===== config.mk =====
export PLATFORM = sky130hd
export DESIGN_NAME = hypervisor_tlb_fence
export DESIGN_NICKNAME = d
export VERILOG_FILES = /design/src/verilog/fence_regs.v /design/src/verilog/hypervisor_tlb_fence.v
export VERILOG_INCLUDE_DIRS = /design/src /design/src/verilog
export SDC_FILE = /design/constraint.sdc
export NUM_CORES = 1
export LEC_CHECK = 0
export ABC_AREA = 0
export BUFFER_PORTS_ARGS = -buffer_cell sky130_fd_sc_hd__buf_2
export CAP_MARGIN = 25
export CELL_PAD_IN_SITES_DETAIL_PLACEMENT = 2
export CELL_PAD_IN_SITES_GLOBAL_PLACEMENT = 2
export CORE_MARGIN = 2
export CORE_UTILIZATION = 27
export DETAILED_ROUTE_END_ITERATION = 8
export PLACE_DENSITY_LB_ADDON = 0.1
export SLEW_MARGIN = 0
export SYNTH_ARGS = -nofsm -noshare
export SYNTH_HDL_FRONTEND = slang
export SYNTH_HIERARCHICAL = 1
export SYNTH_SLANG_ARGS = --single-unit

===== constraint.sdc =====
create_clock -name aclk -period 2.1 [get_ports aclk]
set_input_delay 0.21 -clock aclk [delete_from_list [all_inputs] [get_ports aclk]]
set_output_delay 0.21 -clock aclk [all_outputs]
set_load 0.005 [all_outputs]

===== src/verilog/hfence_map.vh =====
// constants for the hypervisor translation fence unit
`ifndef HFENCE_MAP_VH
`define HFENCE_MAP_VH

// register byte offsets
`define REG_CTRL 5'h00
`define REG_GUEST_ID 5'h04
`define REG_STATUS 5'h08
`define REG_FENCE_COUNT 5'h0C
`define REG_FAULT_COUNT 5'h10

// control fields
`define CTRL_TVM_BIT 0
`define CTRL_HYPERVISOR_TRAP_VIRTUAL_MEMORY_BIT 1
`define CTRL_SCOPE_LO 2
`define CTRL_SCOPE_HI 3
`define CTRL_UNIFIED_BIT 4
`define CTRL_WIDTH 5
`define CTRL_RESET 5'h00
`define GUEST_ID_RESET 16'h0000

// flush scope policy
`define SCOPE_PRECISE 2'h0
`define SCOPE_ALL_VM 2'h1
`define SCOPE_ALL 2'h2

// request kinds
`define KIND_SFENCE 2'h0
`define KIND_VS_FENCE 2'h1
`define KIND_G_FENCE 2'h2

// privilege codes
`define PRIV_U 2'h0
`define PRIV_S 2'h1
`define PRIV_M 2'h3

// flush stage codes
`define STAGE_HOST 2'h0
`define STAGE_VS 2'h1
`define STAGE_G 2'h2

// architectural identifier widths
`define ASID_ARCH_WIDTH 16
`define VMID_ARCH_WIDTH 14

// bus answers
`define RESP_OKAY 2'h0
`define RESP_SLVERR 2'h2

`endif


===== src/verilog/fence_regs.v =====
// AXI4-Lite register slave of the fence unit
`timescale 1ns/1ps
`default_nettype none
`include "hfence_map.vh"

module fence_regs (
    // clock and reset
    input wire aclk,
    input wire aresetn,
    // write channels
    input wire [4:0] s_awaddr,
    input wire s_awvalid,
    output reg s_awready,
    input wire [31:0] s_wdata,
    input wire [3:0] s_wstrb,
    input wire s_wvalid,
    output reg s_wready,
    output reg [1:0] s_bresp,
    output reg s_bvalid,
    input wire s_bready,
    // read channels
    input wire [4:0] s_araddr,
    input wire s_arvalid,
    output reg s_arready,
    output reg [31:0] s_rdata,
    output reg [1:0] s_rresp,
    output reg s_rvalid,
    input wire s_rready,
    // register contents
    output reg [`CTRL_WIDTH-1:0] ctrl_q,
    output reg [15:0] guest_id_q,
    input wire [31:0] status_in,
    input wire [31:0] fence_count_in,
    input wire [31:0] fault_count_in
);

reg [4:0] awaddr_q;
reg aw_have_q;
reg [31:0] wdata_q;
reg [3:0] wstrb_q;
reg w_have_q;
reg [31:0] rd_mux;
reg rd_ok;

// ----------------------------------------
// write path
// ----------------------------------------
always @(posedge aclk) begin
    if (!aresetn) begin
        s_awready <= 1'b1;
        s_wready <= 1'b1;
        s_bvalid <= 1'b0;
        s_bresp <= `RESP_OKAY;
        aw_have_q <= 1'b0;
        w_have_q <= 1'b0;
        awaddr_q <= 5'h00;
        wdata_q <= 32'h00000000;
        wstrb_q <= 4'h0;
        ctrl_q <= `CTRL_RESET;
        guest_id_q <= `GUEST_ID_RESET;
    end else begin
        if (s_awvalid && s_awready) begin
            awaddr_q <= s_awaddr;
            aw_have_q <= 1'b1;
            s_awready <= 1'b0;
        end
        if (s_wvalid && s_wready) begin
            wdata_q <= s_wdata;
            wstrb_q <= s_wstrb;
            w_have_q <= 1'b1;
            s_wready <= 1'b0;
        end
        // both halves held: commit and answer
        if (aw_have_q && w_have_q && !s_bvalid) begin
            aw_have_q <= 1'b0;
            w_have_q <= 1'b0;
            s_bvalid <= 1'b1;
            s_bresp <= `RESP_OKAY;
            case (awaddr_q[4:2])
                3'h0: begin
                    if (wstrb_q[0]) ctrl_q <= wdata_q[`CTRL_WIDTH-1:0];
                end
                3'h1: begin
                    if (wstrb_q[0]) guest_id_q[7:0] <= wdata_q[7:0];
                    if (wstrb_q[1]) guest_id_q[15:8] <= wdata_q[15:8];
                end
                3'h2, 3'h3, 3'h4: s_bresp <= `RESP_OKAY;
                default: s_bresp <= `RESP_SLVERR;
            endcase
        end
        if (s_bvalid && s_bready) begin
            s_bvalid <= 1'b0;
            s_awready <= 1'b1;
            s_wready <= 1'b1;
        end
    end
end

// ----------------------------------------
// read path
// ----------------------------------------
always @* begin
    rd_mux = 32'h00000000;
    rd_ok = 1'b1;
    case (s_araddr)
        `REG_CTRL: rd_mux = {27'h0000000, ctrl_q};
        `REG_GUEST_ID: rd_mux = {16'h0000, guest_id_q};
        `REG_STATUS: rd_mux = status_in;
        `REG_FENCE_COUNT: rd_mux = fence_count_in;
        `REG_FAULT_COUNT: rd_mux = fault_count_in;
        default: rd_ok = 1'b0;
    endcase
end

always @(posedge aclk) begin
    if (!aresetn) begin
        s_arready <= 1'b1;
        s_rvalid <= 1'b0;
        s_rdata <= 32'h00000000;
        s_rresp <= `RESP_OKAY;
    end else begin
        if (s_arvalid && s_arready) begin
            s_arready <= 1'b0;
            s_rvalid <= 1'b1;
            s_rdata <= rd_mux;
            s_rresp <= rd_ok ? `RESP_OKAY : `RESP_SLVERR;
        end
        if (s_rvalid && s_rready) begin
            s_rvalid <= 1'b0;
            s_arready <= 1'b1;
        end
    end
end

endmodule // fence_regs
`default_nettype wire


===== src/verilog/hypervisor_tlb_fence.v =====
// hypervisor translation fence execution unit
// Notes on behaviour
// (RULE_01) vs_stage_fence legal only in machine or hypervisor-supervisor mode
// (RULE_02) after vs_stage_fence, earlier stores precede same-guest VS-stage walks
// (RULE_03) VS-stage walks of another guest id need not wait
// (RULE_04) nonzero rs1 picks one guest address, nonzero rs2 one guest ASID
// (RULE_05) vs_stage_fence limited to the guest id current at execution
// (RULE_06) ASID bits above implemented_asid_width ignored; software zeroes reserved bits
// (RULE_07) vs_stage_fence may widen to all guests or all structures
// (RULE_08) trap-virtual-memory bits never trap vs_stage_fence
// (RULE_09) g_stage_fence legal in machine mode; in HS only when trap bit clear
// (RULE_10) after g_stage_fence, earlier stores precede all G-stage walks
// (RULE_11) g_stage_fence rs1 is guest physical address >> 2, rs2 a guest id
// (RULE_12) split caches: g_stage_fence flushes matching second-level entries
// (RULE_13) unified cache: flush matching address, or all of the guest id
// (RULE_14) guest id bits above implemented_guest_id_width ignored
// (RULE_15) g_stage_fence may widen to all guests or all structures
// (RULE_16) software fences G-stage with rs1=x0 after a guest mode change
// (RULE_17) virtual mode gives virtual-instruction fault; user mode illegal-instruction
// (RULE_18) g_stage_fence in HS with machine trap bit set is illegal
// (RULE_19) supervisor_translation_fence acts on the root in use for V
// (RULE_20) invalidation completes before any ordered later walk proceeds
`timescale 1ns/1ps
`default_nettype none
`include "hfence_map.vh"

module hypervisor_tlb_fence #(
    parameter XLEN = 64,
    parameter ASID_W = 16,
    parameter VMID_W = 14
) (
    // clock and reset
    input wire aclk,
    input wire aresetn,
    // AXI4-Lite slave
    input wire [4:0] s_awaddr,
    input wire s_awvalid,
    output wire s_awready,
    input wire [31:0] s_wdata,
    input wire [3:0] s_wstrb,
    input wire s_wvalid,
    output wire s_wready,
    output wire [1:0] s_bresp,
    output wire s_bvalid,
    input wire s_bready,
    input wire [4:0] s_araddr,
    input wire s_arvalid,
    output wire s_arready,
    output wire [31:0] s_rdata,
    output wire [1:0] s_rresp,
    output wire s_rvalid,
    input wire s_rready,
    // fence request from the pipeline
    input wire req_valid,
    output reg req_ready,
    input wire [1:0] req_kind,
    input wire [1:0] req_priv,
    input wire req_virt,
    input wire req_rs1_zero,
    input wire req_rs2_zero,
    input wire [XLEN-1:0] req_rs1_val,
    input wire [XLEN-1:0] req_rs2_val,
    // completion to the pipeline
    output reg done_valid,
    output reg done_illegal,
    output reg done_virtual,
    // store ordering
    input wire stores_visible,
    // walker hold
    output reg walk_hold_vs,
    output reg walk_hold_g,
    output reg walk_hold_host,
    output reg walk_hold_any_vmid,
    output reg [VMID_W-1:0] walk_hold_vmid,
    // translation cache flush
    output reg flush_valid,
    input wire flush_ack,
    output reg [1:0] flush_stage,
    output reg flush_all,
    output reg flush_use_addr,
    output reg flush_use_asid,
    output reg flush_use_vmid,
    output reg flush_combined,
    output reg [XLEN-1:0] flush_addr,
    output reg [ASID_W-1:0] flush_asid,
    output reg [VMID_W-1:0] flush_vmid
);

// ----------------------------------------
// states
// ----------------------------------------
localparam ST_IDLE = 2'h0;
localparam ST_DRAIN = 2'h1;
localparam ST_FLUSH = 2'h2;
localparam ST_DONE = 2'h3;

reg [1:0] state_q;
reg [31:0] fence_count_q;
reg [31:0] fault_count_q;
wire [`CTRL_WIDTH-1:0] ctrl_q;
wire [15:0] guest_id_q;
wire machine_trap_virtual_memory;
wire [1:0] scope;
wire unified;
wire [VMID_W-1:0] cur_vmid;
reg fault_illegal;
reg fault_virtual;
reg [1:0] stage_d;

assign machine_trap_virtual_memory = ctrl_q[`CTRL_TVM_BIT];
assign scope = ctrl_q[`CTRL_SCOPE_HI:`CTRL_SCOPE_LO];
assign unified = ctrl_q[`CTRL_UNIFIED_BIT];
assign cur_vmid = guest_id_q[VMID_W-1:0];

// ----------------------------------------
// register slave
// ----------------------------------------
fence_regs u_regs (
    .aclk(aclk),
    .aresetn(aresetn),
    .s_awaddr(s_awaddr),
    .s_awvalid(s_awvalid),
    .s_awready(s_awready),
    .s_wdata(s_wdata),
    .s_wstrb(s_wstrb),
    .s_wvalid(s_wvalid),
    .s_wready(s_wready),
    .s_bresp(s_bresp),
    .s_bvalid(s_bvalid),
    .s_bready(s_bready),
    .s_araddr(s_araddr),
    .s_arvalid(s_arvalid),
    .s_arready(s_arready),
    .s_rdata(s_rdata),
    .s_rresp(s_rresp),
    .s_rvalid(s_rvalid),
    .s_rready(s_rready),
    .ctrl_q(ctrl_q),
    .guest_id_q(guest_id_q),
    .status_in({24'h000000, walk_hold_g, walk_hold_vs, walk_hold_host, flush_valid, 2'h0, state_q}),
    .fence_count_in(fence_count_q),
    .fault_count_in(fault_count_q)
);

// ----------------------------------------
// legality
// ----------------------------------------
always @* begin
    fault_illegal = 1'b0;
    fault_virtual = 1'b0;
    stage_d = `STAGE_HOST;
    case (req_kind)
        `KIND_VS_FENCE: begin
            // (RULE_17) virtual mode and user mode faults
            if (req_virt)
                fault_virtual = 1'b1;
            // (RULE_01) machine or HS only
            else if (req_priv == `PRIV_U)
                fault_illegal = 1'b1;
            // (RULE_08) no trap-bit check here
            stage_d = `STAGE_VS;
        end
        `KIND_G_FENCE: begin
            // (RULE_17) virtual mode and user mode faults
            if (req_virt)
                fault_virtual = 1'b1;
            else if (req_priv == `PRIV_U)
                fault_illegal = 1'b1;
            // (RULE_18) HS with trap bit set
            else if (req_priv == `PRIV_S && machine_trap_virtual_memory)
                fault_illegal = 1'b1;
            // (RULE_09) machine mode ignores trap bit
            stage_d = `STAGE_G;
        end
        `KIND_SFENCE: begin
            if (req_priv == `PRIV_U)
                fault_illegal = 1'b1;
            // (RULE_19) root chosen by V
            stage_d = req_virt ? `STAGE_VS : `STAGE_HOST;
        end
        default: fault_illegal = 1'b1;
    endcase
end

// ----------------------------------------
// fence sequencer
// ----------------------------------------
// walks are held from acceptance to flush ack, so a stale entry can never be refilled
// from tables written before the fence; the price is a stall of every ordered walk.
always @(posedge aclk) begin
    if (!aresetn) begin
        state_q <= ST_IDLE;
        req_ready <= 1'b1;
        done_valid <= 1'b0;
        done_illegal <= 1'b0;
        done_virtual <= 1'b0;
        walk_hold_vs <= 1'b0;
        walk_hold_g <= 1'b0;
        walk_hold_host <= 1'b0;
        walk_hold_any_vmid <= 1'b0;
        walk_hold_vmid <= {VMID_W{1'b0}};
        flush_valid <= 1'b0;
        flush_stage <= `STAGE_HOST;
        flush_all <= 1'b0;
        flush_use_addr <= 1'b0;
        flush_use_asid <= 1'b0;
        flush_use_vmid <= 1'b0;
        flush_combined <= 1'b0;
        flush_addr <= {XLEN{1'b0}};
        flush_asid <= {ASID_W{1'b0}};
        flush_vmid <= {VMID_W{1'b0}};
        fence_count_q <= 32'h00000000;
        fault_count_q <= 32'h00000000;
    end else begin
        done_valid <= 1'b0;
        done_illegal <= 1'b0;
        done_virtual <= 1'b0;
        case (state_q)
            ST_IDLE: begin
                if (req_valid) begin
                    req_ready <= 1'b0;
                    if (fault_illegal || fault_virtual) begin
                        done_illegal <= fault_illegal;
                        done_virtual <= fault_virtual;
                        fault_count_q <= fault_count_q + 32'h00000001;
                        state_q <= ST_DONE;
                    end else begin
                        state_q <= ST_DRAIN;
                        flush_stage <= stage_d;
                        // (RULE_04) zero register means all
                        flush_use_addr <= !req_rs1_zero;
                        // (RULE_11) g-stage rs1 already holds address >> 2
                        flush_addr <= req_rs1_val;
                        flush_use_asid <= (stage_d != `STAGE_G) && !req_rs2_zero;
                        // (RULE_06) only implemented ASID bits kept
                        flush_asid <= req_rs2_val[ASID_W-1:0];
                        flush_all <= 1'b0;
                        flush_combined <= unified && (stage_d == `STAGE_G);
                        if (stage_d == `STAGE_G) begin
                            // (RULE_14) only implemented guest id bits kept
                            flush_vmid <= req_rs2_val[VMID_W-1:0];
                            // (RULE_12) split caches match address and guest id
                            flush_use_vmid <= !req_rs2_zero;
                            // (RULE_13) unified cache drops the address match
                            if (unified)
                                flush_use_addr <= 1'b0;
                            // (RULE_10) hold every G-stage walk
                            walk_hold_g <= 1'b1;
                            walk_hold_any_vmid <= 1'b1;
                        end else begin
                            // (RULE_05) guest id taken at execution
                            flush_vmid <= cur_vmid;
                            flush_use_vmid <= (stage_d == `STAGE_VS);
                            walk_hold_vmid <= cur_vmid;
                            // (RULE_02) hold same-guest VS-stage walks
                            walk_hold_vs <= (stage_d == `STAGE_VS);
                            walk_hold_host <= (stage_d == `STAGE_HOST);
                            // (RULE_03) other guest ids keep walking
                            walk_hold_any_vmid <= 1'b0;
                        end
                        // (RULE_07) (RULE_15) optional widening by policy
                        if (scope == `SCOPE_ALL_VM) begin
                            flush_use_addr <= 1'b0;
                            flush_use_asid <= 1'b0;
                            flush_use_vmid <= 1'b0;
                            walk_hold_any_vmid <= 1'b1;
                        end else if (scope == `SCOPE_ALL) begin
                            flush_all <= 1'b1;
                            flush_use_addr <= 1'b0;
                            flush_use_asid <= 1'b0;
                            flush_use_vmid <= 1'b0;
                            walk_hold_vs <= 1'b1;
                            walk_hold_g <= 1'b1;
                            walk_hold_host <= 1'b1;
                            walk_hold_any_vmid <= 1'b1;
                        end
                    end
                end
            end
            ST_DRAIN: begin
                // (RULE_02) (RULE_10) wait for earlier stores
                if (stores_visible) begin
                    flush_valid <= 1'b1;
                    state_q <= ST_FLUSH;
                end
            end
            ST_FLUSH: begin
                // (RULE_20) release walks only after flush ack
                if (flush_ack) begin
                    flush_valid <= 1'b0;
                    walk_hold_vs <= 1'b0;
                    walk_hold_g <= 1'b0;
                    walk_hold_host <= 1'b0;
                    walk_hold_any_vmid <= 1'b0;
                    done_valid <= 1'b1;
                    fence_count_q <= fence_count_q + 32'h00000001;
                    state_q <= ST_DONE;
                end
            end
            ST_DONE: begin
                req_ready <= 1'b1;
                state_q <= ST_IDLE;
            end
            default: state_q <= ST_IDLE;
        endcase
        // faults also report through done_valid
        if (state_q == ST_IDLE && req_valid && (fault_illegal || fault_virtual))
            done_valid <= 1'b1;
    end
end

endmodule // hypervisor_tlb_fence
`default_nettype wire


# [After elaboration in Yosys (flattened, before gate mapping)]
# Index checks and enable logic that the tools add are counted.
[op_classes] mul=0 bitwise_logic=3 div=0 order_cmp=0 shift=0 mux=63 addsub=2 n_eq_ne=23 n_reduce_logical=43
[ops] op="$pmux W32 S5" n=1
[ops] op="$add A32 B1 Y32 const B" n=2
[ops] op="$mux W1" n=46
[ops] op="$reduce_and A3 Y1" n=7
[ops] op="$mux W14" n=1
[ops] op="$logic_and A1 B1 Y1" n=12
[ops] op="$mux W2" n=6
[ops] op="$pmux W1 S2" n=6
[ops] op="$reduce_and A4 Y1" n=3
[ops] op="$eq A2 B1 Y1 const B" n=5
[ops] op="$eq A2 B2 Y1 const B" n=5
[ops] op="$eq A5 B4 Y1 const B" n=2
[ops] op="$ne A2 B2 Y1 const B" n=5
[ops] op="$reduce_or A5 Y1" n=2
[ops] op="$logic_not A2 Y1" n=4
[ops] op="$pmux W2 S4" n=1
[ops] op="$reduce_or A2 Y1" n=4
[ops] op="$eq A3 B2 Y1 const B" n=2
[ops] op="$pmux W2 S3" n=1
[ops] op="$reduce_bool A2 Y1" n=3
[ops] op="$eq A5 B3 Y1 const B" n=1
[ops] op="$eq A5 B5 Y1 const B" n=1
[ops] op="$logic_not A5 Y1" n=1
[ops] op="$reduce_and A2 Y1" n=2
[ops] op="7 further kinds" n=11
[totals] reg_bits=277 latchBits=0 memories=0 output_inout_bits=165 ramBits=0 romBits=0

# [Logic depth before layout (Yosys ltp)]
[logic_depth] word_depth=10 depth_mapped=10 mapped_depth_nobuf=7

# [By module]
# Netlist, hierarchy kept.
[by_module_without_submodules] mod="hypervisor_tlb_fence" n_inst=1 cells_each=950 area_each_um2=7724.9
[by_module_without_submodules] mod="fence_regs" n_inst=1 cells_each=474 area_each_um2=4194.0

# [Worst setup path after synthesis]
# Ideal clock, no wire load.
[synth_timing] kind="flip-flop to flip-flop" start="register state_q[0]" end="register fault_count_q[13]" arrival_time_ns=1.973 stages_incl_launch_ff=10 setup_ns=0.070 setup_slack_ns=0.057 cell_sequence="dfxtp_1 -> inv_1 -> ha_1 -> buf_2 -> nand2_1 -> nor3_1 -> o21ai_1 -> buf_2 -> or4_1 -> a21oi_1"
[synth_between] elab_chain_cells=2
[synth_lines] item="start: declaration" line_no="hypervisor_tlb_fence.v:97" text="reg [1:0] state_q;"
[synth_lines] item="start signal: assignment" line_no="hypervisor_tlb_fence.v:192" text="state_q <= ST_IDLE;"
[synth_lines] item="start signal: assignment" line_no="hypervisor_tlb_fence.v:226" text="state_q <= ST_DONE;"
[synth_lines] item="start signal: assignment" line_no="hypervisor_tlb_fence.v:228" text="state_q <= ST_DRAIN;"
[synth_lines] item="$logic_not A2 Y1" line_no="hypervisor_tlb_fence.v:218" text="case (state_q)"
[synth_lines] item="$reduce_and A3 Y1 (no source line)"
[synth_lines] item="end signal: assignment" line_no="hypervisor_tlb_fence.v:225" text="fault_count_q <= fault_count_q + 32'h00000001;"
[synth_lines] item="end: declaration" line_no="hypervisor_tlb_fence.v:99" text="reg [31:0] fault_count_q;"
# Every way passes these cells.
# A chain may end at the register's enable or synchronous reset.

# [Worst setup path in the final report]
[layout_timing] start="input req_virt" end="register fault_count_q[28]"
[layout_between] elab_chain_cells=4 word_cells_on_any_way=7 cone_classes="5 x mux; 2 x reduce/logical"
[layout_lines] item="start: declaration" line_no="hypervisor_tlb_fence.v:58" text="input wire req_virt,"
[layout_lines] item="$mux W1, on equally long branches" line_no="hypervisor_tlb_fence.v:165, hypervisor_tlb_fence.v:155"
[layout_lines] item="$pmux W1 S3 or $mux W1 (tied branches)"
[layout_lines] item="$logic_or A1 B1 Y1 (*)" line_no="hypervisor_tlb_fence.v:222" text="if (fault_illegal || fault_virtual) begin"
[layout_lines] item="$reduce_and A3 Y1 (no source line) (*)"
# Mark *: on every way between the ends. The rest lies on a longest branch, timed or not.

==> results.tsv <==
metric	value	unit
hold endpoint	flush_use_addr	
largest net degree at the start of global routing	72	
per-cell routed wire length	19.2	µm
CP Launch Point	req_virt	
actual slew at the worst max-slew pin	0.791	ns
area share of and/or/nand/nor cells after synthesis	22.5	%
Synth cell types	67	
Clock H-tree levels	2	
total gr overflow	0	
Primary FF master, synth	dfxtp_1	
post-detailed-route via-to-cell ratio	4.85	
CTS tree	yes	
crit path buf inv count	4	
Reg2Reg Depth	8	
Port Buffers	285	
area grow syn2layout	41.6	%
remaining antenna violation count	0	
GR Util All Layers	20.4	%
fillcell total	4893	
mapped cell area	11900	µm²
FMAX	498	MHz
Adder-Cell Fraction of Synth Area	1.05	%
Synth Area per Inst	8.37	µm²
Max Cap Viol	0	
drt total wl	47600	µm
clk_lat worst skew	0.54	ns
Hold Vio Cnt, Final	0	
Yosys reg bits	273	
fin crit period	2.01	ns
crit path cell chain	dlygate4sd3_1 > buf_2 > nand3b_1 > a221oi_2 > buf_4 > o21ai_1 > buf_4 > or4_4 > a21oi_2	
Worst Skew	0.0253	ns
dpl ws	-0.0811	ns
hold path depth	3	
FF/Latch Area	5470	µm²
register area share after synthesis	45.9	%
synth warn	6	
final core utilization	38.9	%
area of placed instances	14500	µm²
combinational family with the most area after synthesis	simple AND/OR/NAND/NOR gates	
Slew HR	47.2	%
total CTS buffers	36	
gpl congestion	0.750	
post-detail-place hpwl	33300	µm
global-route wire length before repair	74800	µm
crit path capture type	flop	
Final Worst Setup Slack	0.0923	ns
Min-Delay Startpoint	req_rs1_zero	
# setup viols final	0	
family with the most delay on the worst path	buffers and inverters	
R2R Setup Slk	0.13	ns
CP Launch Type	input pin	
Leak Pwr	6.94	nW
share of post-route cells with drive strength above 1	24.2	%
fin area	16900	µm²
core area	43400	µm²
site row count	76	
worst path arrival time	2.46	ns
worst vdd ir	0.000663	V
status	finished, final reports clean	
I/O pin total	356	
Reg-to-Reg Start	state_q[1]	
crit-path max cell delay	0.55	ns
Syn Inst Count	1424	
Synth Area in Compound Gates	19.4	%
fin nets	2071	
mux contribution to synthesized area	3.53	%
Die Y	214	µm
die width	214	µm
vias in the first global route	13100	
CTS max path bufs	3	
clock sink count	273	
initial antenna violation count	6	
peak fanout along the critical path	8	
Worst-path clk slew	0.05	ns
asr flop ratio synth	0	%
Root Driver	clkbuf_16	
Setup CP Type	in2reg	
R2R Path End	fault_count_q[21]	
vias	12000	
Critical Path RT	2.56	ns
DRT iter0 DRCs	417	
post-detailed-route DRC marker count	0	
RSZ-0062 raised after global routing	yes	
Die Area	45800	µm²
most frequent CP cell	buf_4	
Final Max Tran Viols	0	
Post-Synth XOR/XNOR Area	2.94	%
multi-input logic area	6080	µm²
fin crit share	95.6	%
slowest CP cell	dlygate4sd3_1	
Min-Delay Path Class	in2reg	
Pwr Density	844	nW/µm²
starting density of the core	27.5	%
EDFF count, synth	0	
total iterations of the first detailed-routing run	4	
through the flow:
| step | TNS, ns | total power, mW | hold WS (ns) | cells |
|---|---|---|---|---|
| global placement | -0.0462 | 8.09 | 0.419 | 2303 |
| detailed placement | -0.340 | 8.17 | 0.428 | 2303 |
| CTS | 0 | 14.4 | 0.00235 | 2475 |
| finish | 0 | 14.2 | 0.0303 | 2483 |
| global route | 0 | 15.0 | 0.00720 | 2483 |
| floorplan | 0 | 6.99 | 0.296 | 1450 |
layer usage:
metal	global-route usage (%)	vias to the layer above	routed length, µm
li1	-	5821	-
met1	23.9	5954	20200
met2	37.6	202	24700
met3	3.32	68	1370
met4	6.85	0	1310
met5	0	-	0
cell type report:
| type | instances | area share [%] |
|---|---|---|
| multi-input cells | 1051 | 36.0 |
| flip-flops and latches | 273 | 32.4 |
| repair buffers | 486 | 20.0 |
| clock buffers | 51 | 6.21 |
| well taps | 585 | 4.34 |
| inverters | 22 | 0.504 |
| clock inverters | 9 | 0.445 |
| diodes | 6 | 0.0889 |
registers in the layout, indices dropped and copies added, names as in the netlist, 16 cells and up:
name and count:
u_regs/wdata_q 16, u_regs/guest_id_q 16, fault_count_q 32, flush_asid 16
u_regs/s_rdata 32, fence_count_q 32, flush_addr 64
worst max-delay path by stage:
stage                              endpoint  cells after the start
after floorplan           fault_count_q[13]                      9
after global placement    fault_count_q[30]                     10
after detailed placement  fault_count_q[28]                     10
after global routing      fence_count_q[31]                      7
after CTS                 fault_count_q[21]                      8
final                     fault_count_q[28]                      9
placed cells by master, fill, tap and decap left out, types with 23 or more instances in the layout:
cell           instances
nand2_1              313
buf_2                284
dfxtp_1              271
a21oi_1              112
dlygate4sd3_1        112
nor2_1                78
buf_4                 77
nand3_1               56
a21boi_1              45
mux2i_1               42
clkbuf_16             37
o21ai_0               36
xor2_1                34
o22ai_1               30
conb_1                28
o21ai_1               23
what timing repair did:
item	4_1_cts	5_1_grt
pin swaps	0	1
setup endpoints to repair	4	13
buffers inserted	0	2
hold buffers	112	0
gates resized for setup	4	12
endpoints found under the hold margin	130	0
tightest hold or removal path, stage by stage:
cell,delay (ns)
buf_2,0.08
a2111oi_0,0.06
o21a_1,0.16
cells by family (layout without fill, tap and decap cells):
logic type / Yosys count / after routing
mux: 42 / 42
buf+inv: 126 / 568
fa+ha+maj: 10 / 10
xor+xnor: 40 / 40
simple gates: 580 / 580
compound gates: 351 / 351
flops: 273 / 273
other cells: 2 / 34
cell usage after synthesis (6+ instances only):
| cell | n | area [µm²] |
|---|---|---|
| o21ai_0 | 36 | 180 |
| a21oi_1 | 114 | 571 |
| o21ai_1 | 23 | 115 |
| buf_6 | 6 | 67.6 |
| buf_2 | 20 | 100 |
| or4_1 | 7 | 52.6 |
| or3_1 | 14 | 87.6 |
| nand2b_1 | 21 | 131 |
| xor2_1 | 34 | 298 |
| ha_1 | 10 | 125 |
| inv_1 | 22 | 82.6 |
| nand4_1 | 18 | 113 |
| and3_1 | 7 | 43.8 |
| o221a_1 | 16 | 180 |
| nand3_1 | 56 | 280 |
| mux2i_1 | 42 | 420 |
| nor2_1 | 79 | 297 |
| buf_1 | 16 | 60.1 |
| nor3_1 | 12 | 60.1 |
| nand2_1 | 314 | 1180 |
| a21boi_1 | 45 | 338 |
| o2bb2ai_1 | 16 | 140 |
| xnor2_1 | 6 | 52.6 |
| dfxtp_1 | 273 | 5470 |
| and2_1 | 21 | 131 |
| a211oi_1 | 6 | 45.0 |
| a311oi_1 | 14 | 123 |
| o22ai_1 | 30 | 188 |
| a22o_1 | 16 | 140 |
| clkbuf_1 | 60 | 225 |
report_power, final:
part	total (mW)	leakage [nW]	internal (mW)	switching [mW]
registers	5.73	2.22	5.51	0.218
clock network	6.00	0.552	3.58	2.42
logic	2.52	4.17	1.10	1.42
total	14.2	6.94	10.2	4.06
Power figures use the tool's default switching activity.
